===== src/verilog/sfr_pkg.sv =====
// Purpose: Shared constants and types of the flag and status readout block
// Assumes: 16-bit command frames, MSB first
// Notes:   Identification value is arbitrary
package sfr_pkg;
  localparam int          CMD_W          = 16;
  localparam int          BYTE_W         = 8;
  localparam int          NUM_FLAG_BYTES = 8;
  localparam logic [1:0]  CLS_FLAG       = 2'h3;
  localparam logic [1:0]  CLS_LIVE       = 2'h0;
  localparam logic [4:0]  ADDR_REG       = 5'h0F;
  localparam logic [4:0]  ADDR_CAN       = 5'h10;
  localparam logic [4:0]  ADDR_IO        = 5'h11;
  localparam logic [4:0]  ADDR_SAFE      = 5'h12;
  localparam logic [4:0]  FRAME_BITS     = 5'h10;
  localparam logic [4:0]  CNT_MAX        = 5'h1F;
  localparam logic [7:0]  FLAG_RST       = 8'h00;
  localparam logic [7:0]  RESP_RST       = 8'h00;
  // Arbitrary identification value
  localparam logic [7:0]  ID_DEFAULT     = 8'hA5;

  typedef struct packed {
    logic [1:0] cls;
    logic [4:0] addr;
    logic       rd_mark;
    logic       byte_sel;
    logic [6:0] pad;
  } sfr_cmd_s;

  typedef struct packed {
    logic [7:0] can_live;
    logic [7:0] io_live;
  } sfr_live_s;
endpackage


===== src/verilog/sfr_flag_byte.sv =====
// Purpose: One byte of latched failure flags with clear-on-read
// Assumes: Fault conditions arrive from outside the clock domain
// Notes:   A set outranks a clear in the same cycle
`timescale 1ns/1ns
module sfr_flag_byte #(
  parameter int W = 8
) (
  // Clock and reset
  input  wire logic         mclk,
  input  wire logic         reset,
  // Fault side
  input  wire logic [W-1:0] fault_cond,
  // Read side
  input  wire logic         clear,
  output logic      [W-1:0] flags_q
);
  import sfr_pkg::*;

  logic [W-1:0] meta_q;
  logic [W-1:0] cond_q;

  // Two-stage synchroniser
  always_ff @(posedge mclk) begin
    if (reset) begin
      meta_q <= '0;
      cond_q <= '0;
    end else begin
      meta_q <= fault_cond;
      cond_q <= meta_q;
    end
  end

  // Latch; clear only recovered bits
  always_ff @(posedge mclk) begin
    if (reset) begin
      flags_q <= W'(FLAG_RST);
    end else if (clear) begin
      flags_q <= (flags_q & cond_q) | cond_q;
    end else begin
      flags_q <= flags_q | cond_q;
    end
  end

  AST_FLAG_SET: assert property (@(posedge mclk) disable iff (reset)
    cond_q != '0 |=> (flags_q & $past(cond_q)) == $past(cond_q))
    else $error("active fault not latched");
  AST_FLAG_STICKY: assert property (@(posedge mclk) disable iff (reset)
    !clear |=> (flags_q & $past(flags_q)) == $past(flags_q))
    else $error("flag dropped without read");
  AST_CLEAR_RECOVERED: assert property (@(posedge mclk) disable iff (reset)
    clear |=> flags_q == $past(cond_q))
    else $error("clear did not follow recovery");
  COV_CLEAR_BLOCKED: cover property (@(posedge mclk) disable iff (reset)
    clear && (flags_q & cond_q) != '0);
endmodule


===== src/verilog/sfr_status_readout.sv =====
// Purpose: SPI readout of latched fault flags, live states and identification
// Assumes: Mode 0 framing, MSB first; 16 clocks per frame
// Notes:   Flag byte answers a command in the next frame
//
// Notes on behaviour
// - A command with class 11 returns the addressed latched failure flag byte.
// - A command with class 00 and byte select set returns live I/O levels, transceiver state or the identification byte.
// - Command bits 13 to 9 are decoded as the address of the register to return.
// - No parity check is applied, so a read is never refused for parity.
// - A detected failure sets its flag, which stays set after the failure disappears.
// - Reading a flag clears it only when its failure has recovered, otherwise it stays set.
`timescale 1ns/1ns
module sfr_status_readout #(
  parameter logic [7:0] ID_VALUE = sfr_pkg::ID_DEFAULT
) (
  // Clock and reset
  input  wire logic                                   mclk,
  input  wire logic                                   reset,
  // SPI pins
  input  wire logic                                   spi_sclk,
  input  wire logic                                   spi_cs_n,
  input  wire logic                                   spi_mosi,
  output logic                                        spi_miso_o,
  output logic                                        spi_miso_oe_n,
  // Device state
  input  wire logic [7:0]                             fixed_status,
  input  wire logic [sfr_pkg::NUM_FLAG_BYTES-1:0][7:0] fault_cond,
  input  wire sfr_pkg::sfr_live_s                     live_in
);
  import sfr_pkg::*;

  logic [2:0]       sclk_q;
  logic [2:0]       cs_q;
  logic [1:0]       mosi_q;
  sfr_live_s        live_m_q;
  sfr_live_s        live_q;
  logic [CMD_W-1:0] rx_q;
  logic [CMD_W-1:0] tx_q;
  logic [4:0]       cnt_q;
  logic [7:0]       resp_q;
  logic [7:0]       resp_d;
  logic [NUM_FLAG_BYTES-1:0] clr_q;
  logic [NUM_FLAG_BYTES-1:0] clr_d;
  logic [7:0]       flags [NUM_FLAG_BYTES];
  sfr_cmd_s         cmd;
  logic [4:0]       addr_off;
  logic [2:0]       idx;
  logic             addr_ok;
  logic             frame_ok;
  logic             sclk_rise;
  logic             sclk_fall;
  logic             cs_fall;
  logic             cs_rise;
  logic             active;

  // Pin synchronisers; stage 0 read only by stage 1
  always_ff @(posedge mclk) begin
    if (reset) begin
      sclk_q   <= 3'h0;
      cs_q     <= 3'h7;
      mosi_q   <= 2'h0;
      live_m_q <= '0;
      live_q   <= '0;
    end else begin
      sclk_q   <= {sclk_q[1:0], spi_sclk};
      cs_q     <= {cs_q[1:0], spi_cs_n};
      mosi_q   <= {mosi_q[0], spi_mosi};
      live_m_q <= live_in;
      live_q   <= live_m_q;
    end
  end

  assign sclk_rise = sclk_q[1] & ~sclk_q[2];
  assign sclk_fall = ~sclk_q[1] & sclk_q[2];
  assign cs_fall   = ~cs_q[1] & cs_q[2];
  assign cs_rise   = cs_q[1] & ~cs_q[2];
  assign active    = ~cs_q[1];

  // Command decode
  assign cmd      = sfr_cmd_s'(rx_q);
  assign addr_off = cmd.addr - ADDR_REG;
  assign addr_ok  = (cmd.addr >= ADDR_REG) && (cmd.addr <= ADDR_SAFE);
  assign idx      = {addr_off[1:0], cmd.byte_sel};
  // Only length and read marker qualify a frame; no parity test
  assign frame_ok = (cnt_q == FRAME_BITS) && cmd.rd_mark;

  // Flag byte latches
  genvar g;
  generate
    for (g = 0; g < NUM_FLAG_BYTES; g++) begin : g_flag
      sfr_flag_byte #(.W(BYTE_W)) u_flag (
        .mclk       (mclk),
        .reset      (reset),
        .fault_cond (fault_cond[g]),
        .clear      (clr_q[g]),
        .flags_q    (flags[g])
      );
    end
  endgenerate

  // Response byte selection
  always_comb begin
    resp_d = RESP_RST;
    clr_d  = '0;
    if (frame_ok && addr_ok) begin
      if (cmd.cls == CLS_FLAG) begin
        resp_d     = flags[idx];
        clr_d[idx] = 1'b1;
      end else if (cmd.cls == CLS_LIVE && cmd.byte_sel) begin
        case (cmd.addr)
          ADDR_CAN:  resp_d = live_q.can_live;
          ADDR_IO:   resp_d = live_q.io_live;
          ADDR_SAFE: resp_d = ID_VALUE;
          default:   resp_d = RESP_RST;
        endcase
      end
    end
  end

  // Receive shifter and bit count
  always_ff @(posedge mclk) begin
    if (reset) begin
      rx_q  <= '0;
      cnt_q <= 5'h00;
    end else if (cs_fall) begin
      cnt_q <= 5'h00;
    end else if (active && sclk_rise) begin
      rx_q  <= {rx_q[CMD_W-2:0], mosi_q[1]};
      cnt_q <= (cnt_q == CNT_MAX) ? CNT_MAX : cnt_q + 5'h01;
    end
  end

  // Answer capture and clear pulse at frame end
  always_ff @(posedge mclk) begin
    if (reset) begin
      resp_q <= RESP_RST;
      clr_q  <= '0;
    end else if (cs_rise) begin
      resp_q <= resp_d;
      clr_q  <= clr_d;
    end else begin
      clr_q  <= '0;
    end
  end

  // Transmit shifter: fixed status then answer byte
  always_ff @(posedge mclk) begin
    if (reset) begin
      tx_q <= '0;
    end else if (cs_fall) begin
      tx_q <= {fixed_status, resp_q};
    end else if (active && sclk_fall) begin
      tx_q <= {tx_q[CMD_W-2:0], 1'b0};
    end
  end

  always_ff @(posedge mclk) begin
    if (reset) begin
      spi_miso_o    <= 1'b0;
      spi_miso_oe_n <= 1'b1;
    end else begin
      spi_miso_o    <= tx_q[CMD_W-1];
      spi_miso_oe_n <= ~active;
    end
  end

  AST_RESP_FLAG: assert property (@(posedge mclk) disable iff (reset)
    cs_rise && frame_ok && addr_ok && cmd.cls == CLS_FLAG |=> resp_q == $past(flags[idx]))
    else $error("flag byte not returned");
  AST_RESP_LIVE: assert property (@(posedge mclk) disable iff (reset)
    cs_rise && frame_ok && cmd.cls == CLS_LIVE && cmd.byte_sel && cmd.addr == ADDR_SAFE
    |=> resp_q == ID_VALUE)
    else $error("identification not returned");
  AST_RESP_CAN: assert property (@(posedge mclk) disable iff (reset)
    cs_rise && frame_ok && cmd.cls == CLS_LIVE && cmd.byte_sel && cmd.addr == ADDR_CAN
    |=> resp_q == $past(live_q.can_live))
    else $error("transceiver state not returned");
  AST_RESP_IO: assert property (@(posedge mclk) disable iff (reset)
    cs_rise && frame_ok && cmd.cls == CLS_LIVE && cmd.byte_sel && cmd.addr == ADDR_IO
    |=> resp_q == $past(live_q.io_live))
    else $error("input levels not returned");
  AST_LIVE_UNSEL: assert property (@(posedge mclk) disable iff (reset)
    cs_rise && cmd.cls == CLS_LIVE && !cmd.byte_sel |=> resp_q == RESP_RST)
    else $error("live read without byte select answered");
  AST_LIVE_NO_CLEAR: assert property (@(posedge mclk) disable iff (reset)
    cs_rise && cmd.cls != CLS_FLAG |=> clr_q == '0)
    else $error("live read cleared a flag");
  AST_BAD_ADDR: assert property (@(posedge mclk) disable iff (reset)
    cs_rise && !addr_ok |=> resp_q == RESP_RST && clr_q == '0)
    else $error("unmapped address answered");
  AST_READ_MARK: assert property (@(posedge mclk) disable iff (reset)
    cs_rise && !cmd.rd_mark |=> clr_q == '0)
    else $error("read without marker acted");
  AST_BAD_LENGTH: assert property (@(posedge mclk) disable iff (reset)
    cs_rise && cnt_q != FRAME_BITS |=> resp_q == RESP_RST && clr_q == '0)
    else $error("frame of wrong length acted");
  AST_NO_PARITY: assert property (@(posedge mclk) disable iff (reset)
    cs_rise && cnt_q == FRAME_BITS && cmd.rd_mark && addr_ok && cmd.cls == CLS_FLAG
    |=> clr_q != '0 ##1 clr_q == '0)
    else $error("flag read refused");
  AST_CLEAR_SEL: assert property (@(posedge mclk) disable iff (reset)
    clr_q != '0 |-> $onehot(clr_q))
    else $error("more than one byte cleared");
  AST_CLEAR_ADDR: assert property (@(posedge mclk) disable iff (reset)
    cs_rise && frame_ok && addr_ok && cmd.cls == CLS_FLAG |=> clr_q[$past(idx)])
    else $error("wrong flag byte cleared");
  AST_RX_SHIFT: assert property (@(posedge mclk) disable iff (reset)
    active && sclk_rise && !cs_fall |=> rx_q == {$past(rx_q[CMD_W-2:0]), $past(mosi_q[1])})
    else $error("command bit not taken");
  AST_MISO_LOAD: assert property (@(posedge mclk) disable iff (reset)
    cs_fall |=> tx_q == {$past(fixed_status), $past(resp_q)})
    else $error("answer not loaded at frame start");

  COV_FLAG_READ: cover property (@(posedge mclk) disable iff (reset)
    cs_rise && frame_ok && addr_ok && cmd.cls == CLS_FLAG);
  COV_LIVE_READ: cover property (@(posedge mclk) disable iff (reset)
    cs_rise && frame_ok && cmd.cls == CLS_LIVE && cmd.addr == ADDR_IO);
  COV_SHORT_FRAME: cover property (@(posedge mclk) disable iff (reset)
    cs_rise && cnt_q != FRAME_BITS);
  COV_ID_READ: cover property (@(posedge mclk) disable iff (reset)
    cs_rise && frame_ok && cmd.cls == CLS_LIVE && cmd.byte_sel && cmd.addr == ADDR_SAFE);
endmodule


===== config.mk =====
export PLATFORM = sky130hd
export DESIGN_NAME = sfr_status_readout
export DESIGN_NICKNAME = d
export VERILOG_FILES = /design/src/verilog/sfr_pkg.sv /design/src/verilog/sfr_flag_byte.sv /design/src/verilog/sfr_status_readout.sv
export SDC_FILE = /design/constraint.sdc
export NUM_CORES = 1
export LEC_CHECK = 0
export BUFFER_PORTS_ARGS = -buffer_cell sky130_fd_sc_hd__buf_2
export CORE_MARGIN = 2
export CORE_UTILIZATION = 55
export CTS_BUF_LIST = sky130_fd_sc_hd__clkbuf_16
export DETAILED_ROUTE_END_ITERATION = 6
export GPL_ROUTABILITY_DRIVEN = 1
export HOLD_SLACK_MARGIN = 0.02
export PLACE_DENSITY_LB_ADDON = 0.3
export SETUP_SLACK_MARGIN = 0.3
export SYNTH_ARGS = -nofsm -noshare
export SYNTH_HDL_FRONTEND = slang
export SYNTH_HIERARCHICAL = 1
export SYNTH_SLANG_ARGS = --single-unit

===== constraint.sdc =====
create_clock -name mclk -period 3.8 [get_ports mclk]
set_input_delay 0.38 -clock mclk [delete_from_list [all_inputs] [get_ports mclk]]
set_output_delay 0.38 -clock mclk [all_outputs]
set_load 0.005 [all_outputs]

### Word-level counts from Yosys, hierarchy flattened

Index checks and enable logic that the tools add are counted.

* bits in registers: 287
* latch bits: 0
* bits in writable memories: 0
* memory bits (read-only): 0
* input bits: 93
* output and inout port bits: 2
* word-level logic and storage cells: 120
* memories kept: 0

* add/subtract/negate cells: 2
* $mul: 0
* divide/modulo/power cells: 0
* $lt $le $gt $ge: 5
* eq/ne operators: 6
* shift operators: 0
* mux-type cells: 20
* bitwise operators: 37
* reduce and logical (&&, ||, !) cells: 12

Operators with widths (number)
* 8-bit OR: 16
* 8-bit 2-to-1 mux: 13
* 8-bit bitwise AND: 8
* 16-bit 2-to-1 mux: 2
* 5-bit equality test (second input constant): 5
* 8-bit binary-select mux with 3-bit select: 1
* 8-bit case mux with 3 select lines: 1
* 1-bit inverter: 8
* 1-bit logical AND: 7
* 5-bit by 1-bit adder with 5-bit output (second input constant): 1
* 5-bit by 4-bit >= comparator with 1-bit output (second input constant): 1
* 5-bit <= comparator (second input constant): 1
* 5-bit 2-to-1 mux: 1
* 1-bit bitwise AND: 4
* 4-bit >= comparator (second input constant): 1
* 3-bit by 4-bit < comparator with 1-bit output (second input constant): 1
* 3-bit inverter with 4-bit output: 1
* 4-bit OR reduction: 1
* 1-bit demux with 3-bit select: 1
* 3-bit by 1-bit >= comparator with 1-bit output (second input constant): 1
* 2-bit equality test (second input constant): 1
* 2-bit logical NOT: 1
* 2-bit AND reduction: 1
* 2-bit nonzero test: 1
* 3 further kinds: 3

### Depth between registers and ports, before layout

* depth in word-level cells: 7
* depth in mapped cells: 8
* depth with buffers taken out: 6

### Hierarchy

The synthesis kept the hierarchy.

Modules (own cells, without submodules)
* sfr_flag_byte: instances 8, cells an instance 66, area an instance 745.7 µm², seq. area each 480.5 µm²
* sfr_status_readout: instances 1, cells an instance 359, area an instance 3852.4 µm², seq. area each 1881.8 µm²

### Worst setup path after synthesis

OpenSTA, ideal clock, no wires.

* path type: register -> register
* from: reg rx_q[9] (netlist: cmd[9])
* to: reg resp_q[6]
* arrival time: 1948 ps
* data required time: 3638 ps
* slack: 1690 ps
* stages on the path, launching flop included: 7
* path buffers: 2
* period minus slack after synthesis: 2110 ps
* cells stage by stage: dfxtp_1 -> buf_2 -> buf_2 -> inv_1 -> ha_1 -> o311ai_1 -> o221ai_1

* cells in the longest elaborated chain, start to end: 7

RTL lines
* start, declared: line sfr_status_readout.sv:37 `logic [CMD_W-1:0] rx_q;`
* start signal, assigned: line sfr_status_readout.sv:128 `rx_q <= {rx_q[CMD_W-2:0], mosi_q[1]};`
* 2-bit subtractor: line sfr_status_readout.sv:81 `assign addr_off = cmd.addr - ADDR_REG;`
* 3-bit inverter with 4-bit output (not written as such): line sfr_status_readout.sv:107 `resp_d = flags[idx];`
* 8-bit binary-select mux with 3-bit select: line sfr_status_readout.sv:107
* 8-bit 2-to-1 mux (not written as such) (2 in a row): line sfr_status_readout.sv:107
* 8-bit 2-to-1 mux: line sfr_status_readout.sv:106 `if (cmd.cls == CLS_FLAG) begin`
* 8-bit 2-to-1 mux (*): line sfr_status_readout.sv:105 `if (frame_ok && addr_ok) begin`
* end signal, assigned: line sfr_status_readout.sv:139 `resp_q <= resp_d;`
* end, declared: line sfr_status_readout.sv:40 `logic [7:0] resp_q;`

Mark *: on every way between the ends. The rest lies on a longest branch, timed or not. The select of a mux whose other input is x is not followed.
A chain may end at the register's enable or synchronous reset.

### Final worst setup path

Ends and elaborated chain as after synthesis.

==> results.ini <==
[global_routing]
antenna_found_initial = 0
grt_pass1_vias = 5718
track_usage = 0.181
grt_max_degree = 219
grt_first_pass_wirelength_um = 27300
overflow = 0

[setup_path]
critPathCaptureType = flip-flop
worstSetupStartpointType = flip-flop
r2r_slack_ps = 1020
worstPathArrival_ps = 3150
r2r_start = cmd[9]
reg2reg_depth = 4
critPathRequiredTime_ps = 4160
path_class = flip-flop to flip-flop
r2r-end = resp_q[6]
cp_max_fo = 22

[clock_tree]
cts_sinks = 286
postCtsSetupRepairBufs = 0
tritoncts = yes
cts-root-buf = clkbuf_16
cts_buffer_depth = 3
cts_htree_levels = 1
clk_pin_slew_ps = 70
clk-insertion-delay-late_ps = 540
numCtsBuffers = 28

[floorplanning]
die_h_um = 138
dieWidth_um = 138
pin_count = 95
num_rows = 48
start_util = 0.566
core_um2 = 17400
die_area_um2 = 18900

[final_layout]
layout-drive-gt1-share = 0.223
fin_nets = 1073
diodes = 0
syn_to_final_growth_pct = 14.1
final_area_um2 = 11200

[yosys]
syn-num-nets = 986
ys_types = 39
ys_seq_area_frac = 0.583
synthCells = 887
synth-main-ff-cell = dfxtp_1
postSynth.asyncResetShare = 0
synth_edf_count = 0
syn_area_um2 = 9820
syn_area_per_cell_um2 = 11.1
yosysWarnings = 6
ys_ff_latch = 286

[detailed_routing]
drt-vias-per-instance = 4.84
wirelength_um = 16600
post-route-drc-count = 0
drt_first_pass_iters = 4
ant_nets = 0
wire_per_inst_um = 13.6
drt_iter0_markers = 353
vias = 5912

[timing]
tns_ps = 0
hold_violations = 0
rsz0062_at_grt = no
fin_ws_ps = 1020
period_share = 0.733
max_slew_margin = 0.188
max_freq_mhz = 359
maxSlewViolCount = 0
holdWs_ps = 47.4
min_period_ps = 2780
setup_viol = 0
worstMarginPinSlew_ps = 1220
skew_ps = 13.7

[placed_design]
io_buffers = 94
dp_hpwl_um = 10700
post-place-ws_ps = 1110
place_area_um2 = 10300
place.gp.congestion = 0.881

[power_and_ir_drop]
power.clock.fraction = 0.435
power_frac_seq = 0.522
p_comb_frac = 0.043
p_switching_mw = 1.28
p_leak_nw = 4.38
p_sw_frac = 0.210
p_total_mw = 6.09
ir_drop_v = 0.000413
power_density_nw_per_um2 = 544
p_int_mw = 4.81

[outcome]
status = finished clean

[worst_hold_path]
min_delay_worst_endpoint = g_flag[4].u_flag/meta_q[7]
hold_depth = 2
hp-start = fault_cond[39]
min_path_type = input port to flip-flop

[flow_run]
cap_violations = 0

==> per-layer routing <==
metal,vias up,GRT usage,part of all wire
met4,0,0.0573,0.029
met3,40,0.0338,0.045
met5,-,0,0
met1,2699,0.235,0.46
li1,3053,-,-
met2,120,0.305,0.47
==> synthesized netlist by cell type, drive strengths merged, types with 2 or more instances <==
cell type	n	area (um2)
nor2	21	81.3
or2	4	25.0
o221ai	8	70.1
a221oi	4	35.0
ha	6	75.1
and2b	32	240
nand2b	66	413
a22oi	4	30.0
xor2	2	17.5
and4	2	17.5
a211oi	15	113
clkbuf	12	45.0
a21oi	89	445
mux2i	23	230
nor3b	5	68.8
nand2	46	173
and3	4	25.0
nor2b	134	978
dfxtp	286	5730
buf	28	274
mux4	16	360
inv	69	259
==> registers in the layout, indices dropped and copies added, names as in the netlist <==
register	count
live_m_q	16
mosi_q	2
cmd	16
clr_q	8
cs_q	3
tx_q	16
g_flag.u_flag/flags_q	64
cnt_q	5
resp_q	8
sclk_q	3
g_flag.u_flag/cond_q	64
g_flag.u_flag/meta_q	64
spi_miso_o	1
live_q	16
==> stage by stage <==
step | std cells | util
after CTS | 1221 | 0.645
after global routing | 1221 | 0.645
after global placement | 1168 | 0.593
after detailed placement | 1168 | 0.593
after floorplan | 887 | -
final | 1221 | 0.645
==> critical path: stages, from the launching register on <==
cell      delay, ps
dfxtp_1         920
inv_1           160
ha_1            340
o311ai_1        930
o221ai_1        250
==> layout by cell type (no fill, tap or decap), types with 20 or more instances in the layout <==
cell type	n
dfxtp_1	286
buf_2	93
a21oi_1	88
nor2b_1	78
inv_1	72
nand2b_1	66
nor2b_2	56
nand2_1	46
and2b_1	32
clkbuf_16	28
mux2i_1	23
nor2_1	20
==> kinds of logic (layout without fill, tap and decap cells) <==
kind of cell	Yosys count	after routing	synth area share
adders and majority gates	6	6	0.00765
muxes	39	39	0.0602
DFF	286	286	0.583
xor gates and xnor gates	3	3	0.00268
buffers and inverters	109	218	0.0589
AOI/OAI and AO/OA	125	125	0.0760
and+or+nand+nor	319	319	0.212
==> timing repair <==
action,4_1_cts,5_1_grt
hold buffers,1,0
resized for setup,0,0
endpoints found under the hold margin,1,0
==> area by class of cell <==
class | count | area (um2)
inverters | 69 | 259
clock inverters | 24 | 200
well taps | 225 | 282
fillers | 1378 | 6150
repair buffers | 97 | 517
multi-input cells | 492 | 3520
clock buffers | 28 | 701
flip-flops and latches | 286 | 5730
==> how the worst max path moves through the flow <==
stage,slack (ps),depth (start not counted),end,from
floorplan,1690,6,resp_q[6],cmd[9]
detailed placement,1110,4,resp_q[6],cmd[9]
CTS,1060,4,resp_q[6],cmd[9]
global route,870,4,resp_q[4],cmd[9]
global placement,1160,4,resp_q[6],cmd[9]
finish,1020,4,resp_q[6],cmd[9]
==> power by group through the flow <==
| stage | sequential, mW | combinational (mW) | clock [mW] |
|---|---|---|---|
| 3_3_place_gp | 3.24 | 0.257 | 0 |
| 4_1_cts | 3.18 | 0.266 | 2.70 |
| 3_5_place_dp | 3.24 | 0.262 | 0 |
| 6_report | 3.18 | 0.262 | 2.65 |
| 2_1_floorplan | 3.22 | 0.195 | 0 |
| 5_1_grt | 3.19 | 0.295 | 2.83 |
Note: power is estimated with default switching activity, not from simulation.
